## src/logic/fcs_pkg.sv

```systemverilog
// constants shared by the flash command and status unit
package fcs_pkg;
    // ************************************************************
    // register map (byte addresses, one aligned word each)
    // ************************************************************
    localparam logic [7:0] ADDR_STATUS = 8'h00;
    localparam logic [7:0] ADDR_COMMAND = 8'h04;
    localparam logic [7:0] ADDR_DIVIDER = 8'h08;
    localparam logic [7:0] ADDR_PROTECT = 8'h0C;
    localparam logic [7:0] ADDR_IRQ_STATUS = 8'h10;
    localparam logic [7:0] ADDR_IRQ_MASK = 8'h14;
    localparam logic [7:0] ADDR_SECURITY = 8'h18;
    localparam logic [7:0] ADDR_TARGET = 8'h1C;
    // ************************************************************
    // status field positions
    // ************************************************************
    localparam int BIT_CBEF = 7;
    localparam int BIT_CCF = 6;
    localparam int BIT_PVIOL = 5;
    localparam int BIT_ACCERR = 4;
    localparam int BIT_BLANK = 2;
    // irq status layout
    localparam int IRQ_DONE = 0;
    localparam int IRQ_PVIOL = 1;
    localparam int IRQ_ACCERR = 2;
    // ************************************************************
    // command codes
    // ************************************************************
    localparam logic [7:0] CMD_BLANK = 8'h05;
    localparam logic [7:0] CMD_BYTE_PROG = 8'h20;
    localparam logic [7:0] CMD_BURST_PROG = 8'h25;
    localparam logic [7:0] CMD_PAGE_ERASE = 8'h40;
    localparam logic [7:0] CMD_MASS_ERASE = 8'h41;
    // ************************************************************
    // reset values, security codes, erased byte value and page size
    // ************************************************************
    localparam logic [7:0] RST_COMMAND = 8'h00;
    localparam logic [7:0] RST_PROTECT = 8'h00;
    localparam logic [1:0] SEC_SECURE = 2'h0;
    localparam logic [1:0] SEC_UNSECURED = 2'h2;
    localparam logic [7:0] ERASED_BYTE = 8'hFF;
    localparam int PAGE_BYTES = 512;
    // array operation time in bus cycles
    localparam int OP_CYCLES = 8;
endpackage

```

## src/logic/fcs_top.sv

```systemverilog
// flash command launch and status unit with AXI4-Lite register access
`timescale 1ns/1ps
module fcs_top #(
    parameter int ADDR_W = 14,
    parameter int OP_CYC = fcs_pkg::OP_CYCLES
) (
    input wire logic I_CORE_CLK,
    input wire logic I_SYS_RST,
    input wire logic I_STOP_MODE,
    input wire logic I_ARRAY_BLANK,
    input wire logic [7:0] I_AWADDR,
    input wire logic I_AWVALID,
    output logic O_AWREADY,
    input wire logic [31:0] I_WDATA,
    input wire logic [3:0] I_WSTRB,
    input wire logic I_WVALID,
    output logic O_WREADY,
    output logic [1:0] O_BRESP,
    output logic O_BVALID,
    input wire logic I_BREADY,
    input wire logic [7:0] I_ARADDR,
    input wire logic I_ARVALID,
    output logic O_ARREADY,
    output logic [31:0] O_RDATA,
    output logic [1:0] O_RRESP,
    output logic O_RVALID,
    input wire logic I_RREADY,
    output logic O_ARRAY_START,
    output logic [7:0] O_ARRAY_CMD,
    output logic [ADDR_W-1:0] O_ARRAY_ADDR,
    output logic [7:0] O_ARRAY_DATA,
    output logic [1:0] O_SECURITY,
    output logic O_IRQ
);
    // refuse sizes that the target field, the read word or the run counter cannot hold
    if (ADDR_W < 10 || ADDR_W > 23) begin : g_addr_w_chk
        $error("ADDR_W out of range");
    end
    if (OP_CYC < 1 || OP_CYC > 255) begin : g_op_cyc_chk
        $error("OP_CYC out of range");
    end

    // ************************************************************
    // AXI4-Lite slave
    // ************************************************************
    logic aw_got_q, w_got_q;
    logic [7:0] aw_addr_q;
    logic [31:0] w_data_q;
    logic [3:0] w_strb_q;
    logic wr_fire;
    logic rd_fire;
    logic [31:0] rd_word;
    logic [1:0] rd_resp;

    assign wr_fire = aw_got_q && w_got_q && !O_BVALID;
    assign rd_fire = I_ARVALID && O_ARREADY;

    // address and data accepted independently, answer after both
    always_ff @(posedge I_CORE_CLK) begin
        if (I_SYS_RST) begin
            aw_got_q <= 1'b0;
            w_got_q <= 1'b0;
            aw_addr_q <= 8'h00;
            w_data_q <= 32'h0000_0000;
            w_strb_q <= 4'h0;
            O_AWREADY <= 1'b0;
            O_WREADY <= 1'b0;
        end else begin
            O_AWREADY <= !aw_got_q && !(I_AWVALID && O_AWREADY);
            O_WREADY <= !w_got_q && !(I_WVALID && O_WREADY);
            if (I_AWVALID && O_AWREADY) begin
                aw_got_q <= 1'b1;
                aw_addr_q <= I_AWADDR;
            end else if (wr_fire) begin
                aw_got_q <= 1'b0;
            end
            if (I_WVALID && O_WREADY) begin
                w_got_q <= 1'b1;
                w_data_q <= I_WDATA;
                w_strb_q <= I_WSTRB;
            end else if (wr_fire) begin
                w_got_q <= 1'b0;
            end
        end
    end

    // write response
    always_ff @(posedge I_CORE_CLK) begin
        if (I_SYS_RST) begin
            O_BVALID <= 1'b0;
            O_BRESP <= 2'h0;
        end else if (wr_fire) begin
            O_BVALID <= 1'b1;
            O_BRESP <= (aw_addr_q > fcs_pkg::ADDR_TARGET || aw_addr_q[1:0] != 2'h0)
                ? 2'h2 : 2'h0;
        end else if (I_BREADY) begin
            O_BVALID <= 1'b0;
        end
    end

    // write strobes per register, low byte lane carries 8-bit registers
    logic wr_lo;
    assign wr_lo = wr_fire && w_strb_q[0];
    logic wr_stat, wr_cmd, wr_div, wr_prot, wr_isr, wr_imsk, wr_tgt;
    assign wr_stat = wr_lo && aw_addr_q == fcs_pkg::ADDR_STATUS;
    assign wr_cmd = wr_lo && aw_addr_q == fcs_pkg::ADDR_COMMAND;
    assign wr_div = wr_lo && aw_addr_q == fcs_pkg::ADDR_DIVIDER;
    assign wr_prot = wr_lo && aw_addr_q == fcs_pkg::ADDR_PROTECT;
    assign wr_isr = wr_lo && aw_addr_q == fcs_pkg::ADDR_IRQ_STATUS;
    assign wr_imsk = wr_lo && aw_addr_q == fcs_pkg::ADDR_IRQ_MASK;
    assign wr_tgt = wr_fire && aw_addr_q == fcs_pkg::ADDR_TARGET;

    // ************************************************************
    // command registers and sequence tracking
    // ************************************************************
    logic [7:0] cmd_q, div_q, prot_q;
    logic div_set_q;
    logic tgt_set_q, cmd_set_q;
    logic [ADDR_W-1:0] tgt_addr_q;
    logic [7:0] tgt_data_q;
    logic cbef_q, ccf_q, pviol_q, accerr_q, blank_q;
    logic busy_q;
    logic [7:0] op_cnt_q;
    logic [7:0] run_cmd_q;
    logic [1:0] sec_q;
    logic [2:0] isr_q, imsk_q;

    // decode of the pending command
    logic launch, code_ok, is_pe, is_burst, prot_hit, seq_bad, div_bad, accepted;
    logic ch_pv, ch_ae;
    assign launch = wr_stat && w_data_q[fcs_pkg::BIT_CBEF] && cbef_q;
    always_comb begin
        code_ok = 1'b0;
        case (cmd_q)
            fcs_pkg::CMD_BLANK, fcs_pkg::CMD_BYTE_PROG, fcs_pkg::CMD_BURST_PROG: begin
                code_ok = 1'b1;
            end
            fcs_pkg::CMD_PAGE_ERASE, fcs_pkg::CMD_MASS_ERASE: begin
                code_ok = 1'b1;
            end
            default: begin
                code_ok = 1'b0;
            end
        endcase
    end
    assign is_pe = cmd_q != fcs_pkg::CMD_BLANK;
    assign is_burst = cmd_q == fcs_pkg::CMD_BURST_PROG;
    // protected region: top addresses from prot_q*512 upward (zero disables)
    assign prot_hit = is_pe && prot_q != 8'h00 && (cmd_q == fcs_pkg::CMD_MASS_ERASE
        || tgt_addr_q[ADDR_W-1:9] >= (ADDR_W-9)'(prot_q));
    // a buffered launch during a run is legal only for burst after burst
    assign seq_bad = !tgt_set_q || !cmd_set_q || !code_ok
        || (busy_q && !(is_burst && run_cmd_q == fcs_pkg::CMD_BURST_PROG));
    assign div_bad = is_pe && !div_set_q;
    assign ch_ae = launch && (seq_bad || div_bad);
    assign ch_pv = launch && !ch_ae && prot_hit;
    assign accepted = launch && !ch_ae && !prot_hit;

    // software registers
    always_ff @(posedge I_CORE_CLK) begin
        if (I_SYS_RST) begin
            cmd_q <= fcs_pkg::RST_COMMAND;
            div_q <= 8'h00;
            div_set_q <= 1'b0;
            prot_q <= fcs_pkg::RST_PROTECT;
            imsk_q <= 3'h0;
        end else begin
            if (wr_cmd) cmd_q <= w_data_q[7:0];
            if (wr_div) begin
                div_q <= w_data_q[7:0];
                div_set_q <= 1'b1;
            end
            if (wr_prot) prot_q <= w_data_q[7:0];
            if (wr_imsk) imsk_q <= w_data_q[2:0];
        end
    end

    // target then command must both precede a launch
    always_ff @(posedge I_CORE_CLK) begin
        if (I_SYS_RST) begin
            tgt_set_q <= 1'b0;
            cmd_set_q <= 1'b0;
            tgt_addr_q <= '0;
            tgt_data_q <= 8'h00;
        end else if (launch) begin
            tgt_set_q <= 1'b0;
            cmd_set_q <= 1'b0;
        end else begin
            if (wr_tgt) begin
                tgt_addr_q <= w_data_q[8 +: ADDR_W];
                tgt_data_q <= w_data_q[7:0];
                tgt_set_q <= 1'b1;
                cmd_set_q <= 1'b0;
            end
            if (wr_cmd) cmd_set_q <= tgt_set_q; // command before target is a bad order
        end
    end

    // ************************************************************
    // execution: one running, one buffered burst
    // ************************************************************
    logic buf_full_q;
    logic op_end;
    assign op_end = busy_q && op_cnt_q == 8'h01;
    always_ff @(posedge I_CORE_CLK) begin
        if (I_SYS_RST) begin
            busy_q <= 1'b0;
            buf_full_q <= 1'b0;
            op_cnt_q <= 8'h00;
            run_cmd_q <= 8'h00;
            O_ARRAY_START <= 1'b0;
            O_ARRAY_CMD <= 8'h00;
            O_ARRAY_ADDR <= '0;
            O_ARRAY_DATA <= 8'h00;
        end else begin
            O_ARRAY_START <= 1'b0;
            if (I_STOP_MODE && busy_q) begin
                busy_q <= 1'b0;
                buf_full_q <= 1'b0;
            end else if (accepted && !busy_q) begin
                busy_q <= 1'b1;
                op_cnt_q <= 8'(OP_CYC);
                run_cmd_q <= cmd_q;
                O_ARRAY_START <= 1'b1;
                O_ARRAY_CMD <= cmd_q;
                O_ARRAY_ADDR <= tgt_addr_q;
                O_ARRAY_DATA <= tgt_data_q;
            end else if (busy_q) begin
                if (accepted) buf_full_q <= 1'b1;
                if (op_end && (buf_full_q || accepted)) begin
                    op_cnt_q <= 8'(OP_CYC); // buffered burst moves to the array
                    buf_full_q <= 1'b0;
                    O_ARRAY_START <= 1'b1;
                    O_ARRAY_CMD <= cmd_q;
                    O_ARRAY_ADDR <= tgt_addr_q;
                    O_ARRAY_DATA <= tgt_data_q;
                end else if (op_end) begin
                    busy_q <= 1'b0;
                end else begin
                    op_cnt_q <= op_cnt_q - 8'h01;
                end
            end
        end
    end

    // ************************************************************
    // status flags
    // ************************************************************
    // buffer empty drops on an accepted launch, except a burst launched while idle, and rises when the buffer is free again
    always_ff @(posedge I_CORE_CLK) begin
        if (I_SYS_RST) begin
            cbef_q <= 1'b1;
        end else if (accepted) begin
            cbef_q <= !busy_q && is_burst ? 1'b1 : 1'b0;
        end else if (op_end || (I_STOP_MODE && busy_q)) begin
            cbef_q <= 1'b1;
        end
    end
    // complete follows idle with empty buffer
    always_ff @(posedge I_CORE_CLK) begin
        if (I_SYS_RST) begin
            ccf_q <= 1'b1;
        end else if (accepted) begin
            ccf_q <= 1'b0;
        end else begin
            ccf_q <= !busy_q || (I_STOP_MODE) || (op_end && !buf_full_q);
        end
    end
    // error flags: set beats a same-cycle clear
    always_ff @(posedge I_CORE_CLK) begin
        if (I_SYS_RST) begin
            pviol_q <= 1'b0;
            accerr_q <= 1'b0;
        end else begin
            if (ch_pv) pviol_q <= 1'b1;
            else if (wr_stat && w_data_q[fcs_pkg::BIT_PVIOL]) pviol_q <= 1'b0;
            if (ch_ae || (I_STOP_MODE && busy_q)) accerr_q <= 1'b1;
            else if (wr_stat && w_data_q[fcs_pkg::BIT_ACCERR]) accerr_q <= 1'b0;
        end
    end
    // blank result and security state
    always_ff @(posedge I_CORE_CLK) begin
        if (I_SYS_RST) begin
            blank_q <= 1'b0;
            sec_q <= fcs_pkg::SEC_SECURE;
        end else if (accepted) begin
            blank_q <= 1'b0;
        end else if (op_end && run_cmd_q == fcs_pkg::CMD_BLANK && I_ARRAY_BLANK) begin
            blank_q <= 1'b1;
            sec_q <= fcs_pkg::SEC_UNSECURED;
        end
    end

    // ************************************************************
    // interrupts: sticky, write one to clear, set wins
    // ************************************************************
    logic [2:0] isr_set;
    assign isr_set = {ch_ae || (I_STOP_MODE && busy_q), ch_pv, op_end && !buf_full_q};
    always_ff @(posedge I_CORE_CLK) begin
        if (I_SYS_RST) begin
            isr_q <= 3'h0;
            O_IRQ <= 1'b0;
        end else begin
            isr_q <= isr_set | (isr_q & ~(wr_isr ? w_data_q[2:0] : 3'h0));
            O_IRQ <= |(isr_q & imsk_q);
        end
    end
    assign O_SECURITY = sec_q;

    // ************************************************************
    // read channel
    // ************************************************************
    always_comb begin
        rd_resp = 2'h0;
        case (I_ARADDR)
            fcs_pkg::ADDR_STATUS: rd_word = {24'h0, cbef_q, ccf_q, pviol_q, accerr_q,
                1'b0, blank_q, 2'b00};
            fcs_pkg::ADDR_COMMAND: rd_word = {24'h0, cmd_q};
            fcs_pkg::ADDR_DIVIDER: rd_word = {24'h0, div_q};
            fcs_pkg::ADDR_PROTECT: rd_word = {24'h0, prot_q};
            fcs_pkg::ADDR_IRQ_STATUS: rd_word = {29'h0, isr_q};
            fcs_pkg::ADDR_IRQ_MASK: rd_word = {29'h0, imsk_q};
            fcs_pkg::ADDR_SECURITY: rd_word = {30'h0, sec_q};
            fcs_pkg::ADDR_TARGET: rd_word = {(24-ADDR_W)'(0), tgt_addr_q, tgt_data_q};
            default: begin
                rd_word = 32'h0000_0000;
                rd_resp = 2'h2;
            end
        endcase
    end
    always_ff @(posedge I_CORE_CLK) begin
        if (I_SYS_RST) begin
            O_ARREADY <= 1'b0;
            O_RVALID <= 1'b0;
            O_RDATA <= 32'h0000_0000;
            O_RRESP <= 2'h0;
        end else begin
            O_ARREADY <= !O_RVALID && !rd_fire;
            if (rd_fire) begin
                O_RVALID <= 1'b1;
                O_RDATA <= rd_word;
                O_RRESP <= rd_resp;
            end else if (I_RREADY) begin
                O_RVALID <= 1'b0;
            end
        end
    end

    // ************************************************************
    // checks
    // ************************************************************
    launch_clr_a: assert property (@(posedge I_CORE_CLK) disable iff (I_SYS_RST)
        accepted |=> !ccf_q) else $error("complete flag not cleared on launch");
    pviol_set_a: assert property (@(posedge I_CORE_CLK) disable iff (I_SYS_RST)
        ch_pv |=> pviol_q && !O_ARRAY_START) else $error("violation not flagged");
    pviol_hold_a: assert property (@(posedge I_CORE_CLK) disable iff (I_SYS_RST)
        $fell(pviol_q) |-> $past(wr_stat)) else $error("violation cleared wrongly");
    accerr_set_a: assert property (@(posedge I_CORE_CLK) disable iff (I_SYS_RST)
        ch_ae |=> accerr_q && !O_ARRAY_START) else $error("access error missed");
    stop_err_a: assert property (@(posedge I_CORE_CLK) disable iff (I_SYS_RST)
        I_STOP_MODE && busy_q |=> accerr_q && !busy_q) else $error("stop not flagged");
    accerr_hold_a: assert property (@(posedge I_CORE_CLK) disable iff (I_SYS_RST)
        $fell(accerr_q) |-> $past(wr_stat)) else $error("access error cleared");
    blank_set_a: assert property (@(posedge I_CORE_CLK) disable iff (I_SYS_RST)
        $rose(blank_q) |-> $past(run_cmd_q) == fcs_pkg::CMD_BLANK && sec_q == 2'h2)
        else $error("blank flag without blank check");
    stat_zero_a: assert property (@(posedge I_CORE_CLK) disable iff (I_SYS_RST)
        O_RVALID && $past(rd_fire) && $past(I_ARADDR) == fcs_pkg::ADDR_STATUS
        |-> O_RDATA[3] == 1'b0 && O_RDATA[1:0] == 2'b00) else $error("reserved bits");
    illegal_a: assert property (@(posedge I_CORE_CLK) disable iff (I_SYS_RST)
        launch && !code_ok |=> accerr_q ##1 !busy_q || O_ARRAY_CMD != $past(cmd_q, 2))
        else $error("illegal code ran");
    // cycles since the last start pulse; counting keeps the run check cheap for long runs
    logic [7:0] run_len_q;
    always_ff @(posedge I_CORE_CLK) begin
        if (I_SYS_RST) begin
            run_len_q <= 8'h00;
        end else if (O_ARRAY_START) begin
            run_len_q <= 8'h01;
        end else if (busy_q) begin
            run_len_q <= run_len_q + 8'h01;
        end
    end
    run_len_a: assert property (@(posedge I_CORE_CLK) disable iff (I_SYS_RST)
        op_end && !O_ARRAY_START |-> run_len_q == 8'(OP_CYC - 1))
        else $error("operation length");
    cov_run_c: cover property (@(posedge I_CORE_CLK) accepted ##[1:300] ccf_q);
    cov_burst_c: cover property (@(posedge I_CORE_CLK) busy_q && accepted);
    cov_pv_c: cover property (@(posedge I_CORE_CLK) ch_pv);
    cov_blank_c: cover property (@(posedge I_CORE_CLK) $rose(blank_q));
endmodule

```

## config.mk

```make
export PLATFORM = sky130hd
export DESIGN_NAME = fcs_top
export DESIGN_NICKNAME = d
export VERILOG_FILES = /design/src/logic/fcs_pkg.sv /design/src/logic/fcs_top.sv
export SDC_FILE = /design/constraint.sdc
export NUM_CORES = 1
export LEC_CHECK = 0
export ABC_AREA = 1
export BUFFER_PORTS_ARGS = -buffer_cell sky130_fd_sc_hd__buf_2
export CORE_MARGIN = 3
export CORE_UTILIZATION = 54
export CTS_BUF_LIST = sky130_fd_sc_hd__clkbuf_8
export CTS_CLUSTER_SIZE = 24
export DETAILED_ROUTE_END_ITERATION = 8
export MAX_ROUTING_LAYER = met4
export PLACE_DENSITY = 0.83
export SYNTH_ARGS = -nofsm -noshare
export SYNTH_HDL_FRONTEND = slang
export SYNTH_SLANG_ARGS = --single-unit
```

## constraint.sdc

```tcl
create_clock -name I_CORE_CLK -period 3.9 [get_ports I_CORE_CLK]
set_input_delay 0.585 -clock I_CORE_CLK [delete_from_list [all_inputs] [get_ports I_CORE_CLK]]
set_output_delay 0.585 -clock I_CORE_CLK [all_outputs]
set_load 0.05 [all_outputs]
```

Yosys cells after proc, flatten, opt, wreduce, memory -nomap -nowiden
Index checks and enable logic that the tools add are counted.
{"block": "word_totals", "output_inout_bits": 75, "register_bits": 185, "inputBits": 61, "elab_cells": 207}
{"block": "classes", "addsub": 1, "reduce_logical": 91, "bitwise": 8, "n_eq_ne": 23, "n_mux": 44, "magnitude_cmp": 2}
{"operator": "case mux 22 bit (8 select lines)", "n": 1}
{"operator": "two-way mux 8 bit", "n": 10}
{"operator": "== test 8 x 5 -> 1 bit, second input constant", "n": 7}
{"operator": "two-way mux 14 bit", "n": 3}
{"operator": "logical AND 1 bit", "n": 37}
{"operator": "== test 8 x 3 -> 1 bit, second input constant", "n": 4}
{"operator": "== test 8 x 4 -> 1 bit, second input constant", "n": 4}
{"operator": "two-way mux 1 bit", "n": 27}
{"operator": "== test 8 x 6 -> 1 bit, second input constant", "n": 3}
{"operator": "nonzero test 2 bit", "n": 12}
{"operator": "== test 8 x 7 -> 1 bit, second input constant", "n": 2}
{"operator": "logical NOT 1 bit", "n": 16}
{"operator": "logical NOT 8 bit", "n": 2}
{"operator": "logical OR 1 bit", "n": 11}
{"operator": "AND reduction 3 bit", "n": 3}
{"operator": "== test 8 x 1 -> 1 bit, second input constant", "n": 1}
{"operator": "greater-than comparator 8 x 5 -> 1 bit, second input constant", "n": 1}
{"operator": "inequality test 8 x 3 -> 1 bit, second input constant", "n": 1}
{"operator": "nonzero test 8 bit", "n": 1}
{"operator": "OR reduction 8 bit", "n": 1}
{"operator": "subtractor 8 x 1 -> 8 bit, second input constant", "n": 1}
{"operator": "bitwise AND 3 bit", "n": 2}
{"operator": "AND reduction 2 bit", "n": 3}
{"operator": "OR reduction 2 bit", "n": 3}
{"operator": "9 further kinds", "n": 13}

Depth between registers and ports, before layout
{"block": "logic_depth", "ltp_word": 16, "mapped_depth": 17, "mapped_depth_nobuf": 16}

Worst setup path before layout
Ideal clock, no wire load.
{"block": "synth_timing", "path_kind": "register to register", "startpoint": "register O_BVALID", "endpoint": "register O_ARRAY_DATA[3]", "setup_ns": 0.111, "path_stages_with_launch": 14, "required_ns": 3.789, "period_less_slack_ns": 2.036, "setup_slack_ns": 1.864, "t_arrival_ns": 1.925, "n_path_buf": 1, "cell_sequence": "dfxtp_1 > nor2_4 > nand2_2 > nor3_4 > nand2_2 > nor2_4 > nand3_4 > nand2_2 > nand2_4 > nand2_4 > buf_2 > nand3_1 > nand2_1 > nor2_2"}
{"block": "synth_via", "elab_chain_cells": 14, "word_cells_on_any_way": 17, "cone_classes": "1 x mux; 16 x reduce/logical"}
{"item": "start, declared", "line": "fcs_top.sv:19", "rtl": "output logic O_BVALID,"}
{"item": "start signal, assigned", "line": "fcs_top.sv:90", "rtl": "O_BVALID <= 1'b0;"}
{"item": "start signal, assigned", "line": "fcs_top.sv:93", "rtl": "O_BVALID <= 1'b1;"}
{"item": "start signal, assigned", "line": "fcs_top.sv:97", "rtl": "O_BVALID <= 1'b0;"}
{"item": "logical NOT 1 bit *", "line": "fcs_top.sv:55", "rtl": "assign wr_fire = aw_got_q && w_got_q && !O_BVALID;"}
{"item": "logical AND 1 bit *", "line": "fcs_top.sv:55"}
{"item": "logical AND 1 bit *", "line": "fcs_top.sv:103", "rtl": "assign wr_lo = wr_fire && w_strb_q[0];"}
{"item": "logical AND 1 bit *", "line": "fcs_top.sv:105", "rtl": "assign wr_stat = wr_lo && aw_addr_q == fcs_pkg::ADDR_STATUS;"}
{"item": "logical AND 1 bit * (2 in a row)", "line": "fcs_top.sv:131", "rtl": "assign launch = wr_stat && w_data_q[fcs_pkg::BIT_CBEF] && cbef_q;"}
{"item": "logical AND 1 bit", "line": "fcs_top.sv:155", "rtl": "assign ch_ae = launch && (seq_bad || div_bad);"}
{"item": "logical NOT 1 bit", "line": "fcs_top.sv:157", "rtl": "assign accepted = launch && !ch_ae && !prot_hit;"}
{"item": "logical AND 1 bit * (2 in a row)", "line": "fcs_top.sv:157"}
{"item": "logical OR 1 bit", "line": "fcs_top.sv:230", "rtl": "if (op_end && (buf_full_q || accepted)) begin"}
{"item": "logical AND 1 bit", "line": "fcs_top.sv:230"}
{"item": "nonzero test 2 bit (no line)"}
{"item": "AND reduction 3 bit (no line)"}
{"item": "end signal, assigned", "line": "fcs_top.sv:227", "rtl": "O_ARRAY_DATA <= tgt_data_q;"}
{"item": "end signal, assigned", "line": "fcs_top.sv:236", "rtl": "O_ARRAY_DATA <= tgt_data_q;"}
{"item": "end, declared", "line": "fcs_top.sv:31", "rtl": "output logic [7:0] O_ARRAY_DATA,"}
Every way passes the cells marked *; elsewhere a longest branch is shown, timed or not.
A chain may end at the register's enable or synchronous reset.

Final worst setup path
{"block": "layout_timing", "startpoint": "register prot_q[2]", "endpoint": "register O_ARRAY_DATA[6]"}
{"block": "layout_via", "elab_chain_cells": 9, "word_cells_on_any_way": 14, "cone_classes": "1 x order compare; 1 x mux; 12 x reduce/logical"}
{"item": "start, declared", "line": "fcs_top.sv:116", "rtl": "logic [7:0] cmd_q, div_q, prot_q;"}
{"item": "start signal, assigned", "line": "fcs_top.sv:165", "rtl": "prot_q <= fcs_pkg::RST_PROTECT;"}
{"item": "start signal, assigned", "line": "fcs_top.sv:173", "rtl": "if (wr_prot) prot_q <= w_data_q[7:0];"}
{"item": "greater-or-equal comparator 5 bit or nonzero test 8 bit (tied branches)", "line": "fcs_top.sv:150, fcs_top.sv:149"}
{"item": "logical OR 1 bit or logical AND 1 bit (tied branches)", "line": "fcs_top.sv:150, fcs_top.sv:149"}
{"item": "logical AND 1 bit *", "line": "fcs_top.sv:149", "rtl": "assign prot_hit = is_pe && prot_q != 8'h00 && (cmd_q == fcs_pkg::CMD_MASS_ERASE"}
{"item": "logical NOT 1 bit *", "line": "fcs_top.sv:157"}
{"item": "logical AND 1 bit *", "line": "fcs_top.sv:157"}
{"item": "logical OR 1 bit", "line": "fcs_top.sv:230"}
{"item": "logical AND 1 bit", "line": "fcs_top.sv:230"}
{"item": "nonzero test 2 bit (no line)"}
{"item": "AND reduction 3 bit (no line)"}
Marked as above.

==> impl_metrics.yaml <==
final_layout:
  diodes: 0
  layout-drive-gt1-share_pct: 17.31
  fin_nets: 1135
  fillers: 1150
  final_cells: 1252
  area_growth_syn_to_layout_pct: 13.72
  fin_area_um2: 8244
power_and_ir_drop:
  pwr-share-comb_pct: 7.9
  p_switching_mw: 0.8498
  p_per_area_nw_per_um2: 407.1
  p_int_mw: 2.506
  leakage_nw: 3.580
  swShare_pct: 25.32
  p_seq_share_pct: 54.6
  power.clock.fraction_pct: 37.5
  peakVddDrop_uv: 263.8
min_path:
  hold-path-endpoint: "O_RVALID"
  timing.hold.worst.class: "primary input to register"
  holdPathStages: 4
  hp-start: "I_RREADY"
detailed_routing:
  drc: 0
  drt_iter0_drc: 485
  wirelength_mm: 17.80
  vias: 6662
  routed_via_density: 5.321
  wire_per_inst_um: 14.22
  dr.pass1.iters: 6
  postRouteAntennaNets: 0
cts:
  clock_sinks: 173
  cts_htree_levels: 4
  cts_tree: "built"
  clk_pin_slew_ps: 90
  cts_resized: 0
  cts_hold_buf: 0
  cts_setup_buffers: 0
  clkLatencyLatePin_ps: 460
  cts-root-buf: "clkbuf_8"
  cts-buffers-inserted: 17
  cts_buffer_depth: 2
worst_setup_path:
  rr_startpoint: "prot_q[2]"
  reg2reg_to: "O_ARRAY_DATA[6]"
  cp_cell_sequence: "inv_1, ha_1, nand2_1, a21oi_1, nor2_1, nand4_1, nand2_1, nand3_4, inv_2, nand2_4, nand2_4, nand2_2, clkinv_2, nor2_2, nor2_2"
  path_buf_inv: 3
  cp-start-kind: "register"
  crit_family: "simple AND/OR/NAND/NOR gates"
  worstSetupPathType: "register to register"
  regToRegSetupSlack_ps: 950
  required_ps: 4250
  critPathMaxStageDelay_ps: 410
  cp-end-kind: "register"
  rr_worst_depth: 15
  cpMaxStageDelayCell: "clkinv_2"
  cp.arrival_ps: 3300
  path_max_fanout: 32
die:
  die_area_um2: 14850
  core_um2: 12880
  io-pin-count: 136
  die_x_um: 121.9
  initial_core_util_pct: 56.30
  rows: 41
  dieHeight_um: 121.9
yosys:
  synth-edff-count: 0
  synth.top_cell.area_share_pct: 47.77
  ys.flop_type: "dfxtp_1"
  synthTopCellsByArea: "dfxtp_1 48%, o21ai_0 7.9%, nor2_1 7.8%, nand2_1 6.8%, a21oi_1 6.6%"
  ys_seq_area_share_pct: 47.77
  synthArstFlopShare_pct: 0
  synthCells: 977
  syn-cell-area_um2: 7249
  ys_warn_count: 0
  synth_top_area_cell: "dfxtp_1"
  ys_types: 39
  ys_ff_latch: 173
  avgSynthCellArea_um2: 7.420
timing:
  final_hold_viol_count: 0
  layout_min_cycle_time_ps: 2946
  final.setup_skew_ps: 10.93
  fmax_mhz: 339.4
  finalSetupTns_ps: 0
  tightest_slew_ps: 924.1
  slew_viol_final: 0
  finalSetupViolCount: 0
  setup_slack_ps: 954.0
  slew_headroom_pct: 37.83
  grt_setup_unrepaired: "no"
  post-route-period-util_pct: 75.54
outcome:
  status: "completed"
placement:
  dpl-instance-area_um2: 7840
  gp_congestion: 0.9305
  hpwl_mm: 12.40
  place_inst: 1220
  portBuffers: 109
  pre_cts_ws_ps: 1025
global_route:
  antenna_found_initial: 0
  track_usage_pct: 25.01
  grt_pass1_vias: 6082
  grt_max_degree: 64
  grt_overflow: 0
  grt_first_pass_wirelength_mm: 28.79
run:
  max-cap-violations: 0
## worst max-delay path by stage
stage	from	endpoint	slack, ps	depth (start not counted)
floorplan	O_BVALID	O_ARRAY_DATA[3]	1860	13
global placement	prot_q[4]	O_ARRAY_DATA[2]	1080	15
detailed placement	prot_q[2]	O_ARRAY_DATA[6]	1030	15
CTS	prot_q[2]	O_ARRAY_DATA[6]	1000	15
global route	cmd_q[1]	O_ARRAY_CMD[1]	630	15
finish	prot_q[2]	O_ARRAY_DATA[6]	950	15
## state kept, by name, summed over array words and instances, names as in the netlist, 3 cells and up
signal	cells
O_ARRAY_ADDR	14
O_ARRAY_CMD	8
O_ARRAY_DATA	8
O_RDATA	22
aw_addr_q	8
cmd_q	8
div_q	8
imsk_q	3
isr_q	3
op_cnt_q	8
prot_q	8
run_cmd_q	8
tgt_addr_q	14
tgt_data_q	8
w_data_q	22
## synth_stat cells, drive strengths merged (2+ instances only)
cell	n
dfxtp	173
nor2	173
nand2	138
o21ai	115
inv	102
a21oi	96
nand3	52
clkbuf	36
buf	23
nand4	18
nor3	12
ha	7
o211ai	5
xor2	4
nor4	3
o2111ai	3
o22ai	3
o221ai	2
xnor2	2
## worst reg2reg max path, stage by stage, from the launching register on
cell and delay (ps):
dfxtp_1 330, inv_1 100, ha_1 340, nand2_1 60, a21oi_1 130, nor2_1 50
nand4_1 100, nand2_1 100, nand3_4 120, inv_2 70, nand2_4 210, nand2_4 300
nand2_2 190, clkinv_2 410, nor2_2 270, nor2_2 50
## metal layers
| metal | wire [µm] | GRT usage, % |
|---|---|---|
| met1 | 8035 | 32.71 |
| met2 | 7880 | 37.98 |
| met3 | 1510 | 6.082 |
| met4 | 374 | 8.964 |
| met5 | 0 | - |
## layout by cell type (no fill, tap or decap), types with 3 or more instances in the layout
master      instances
dfxtp_1           173
nor2_1            150
nand2_1           131
o21ai_0           115
buf_2             109
inv_1              98
a21oi_1            96
nand3_1            51
nor2_2             21
clkbuf_8           21
nand4_1            18
conb_1             13
nor3_1             11
buf_4               8
ha_1                7
clkinv_2            6
o211ai_1            5
xor2_1              4
inv_2               4
nand2_2             4
nor4_1              3
o2111ai_1           3
o22ai_1             3
nand2_4             3
clkinvlp_4          3
## per-stage QoR
stage | util (%) | total power, mW | hold slack, ps
2_1_floorplan | - | 2.064 | 419.0
3_3_place_gp | 60.89 | 2.129 | 427.0
3_5_place_dp | 60.89 | 2.135 | 429.3
4_1_cts | 64.03 | 3.368 | 350.2
5_1_grt | 64.03 | 3.475 | 375.5
6_report | 64.03 | 3.356 | 367.6
## cell families after synthesis
| logic type | share of synthesized area (%) |
|---|---|
| other | 0.05173 |
| buffers and inverters | 9.440 |
| AO/OA/AOI/OAI | 16.57 |
| flip-flops | 47.77 |
| XOR/XNOR | 0.7249 |
| AND/OR/NAND/NOR | 24.23 |
| adder cells (fa/ha/maj) | 1.208 |
## cell type report
type                       instances  area, µm²  share of cell area [%]
multi-input combinational        654       3147                   38.17
tap                              172      215.2                   2.610
clock inverter                    11      115.1                   1.396
sequential                       173       3463                   42.01
clock buffer                      21      289.0                   3.506
timing repair buffer             118      625.6                   7.588
inverter                         103      389.1                   4.720
## power by group through the flow
stage | Sequential (mW) | Clock [mW] | Combinational, mW
6_report | 1.83 | 1.26 | 0.265
5_1_grt | 1.84 | 1.35 | 0.290
4_1_cts | 1.83 | 1.27 | 0.264
3_5_place_dp | 1.87 | 0 | 0.263
3_3_place_gp | 1.87 | 0 | 0.259
2_1_floorplan | 1.91 | 0 | 0.151
Note: power is estimated with default switching activity, not from simulation.
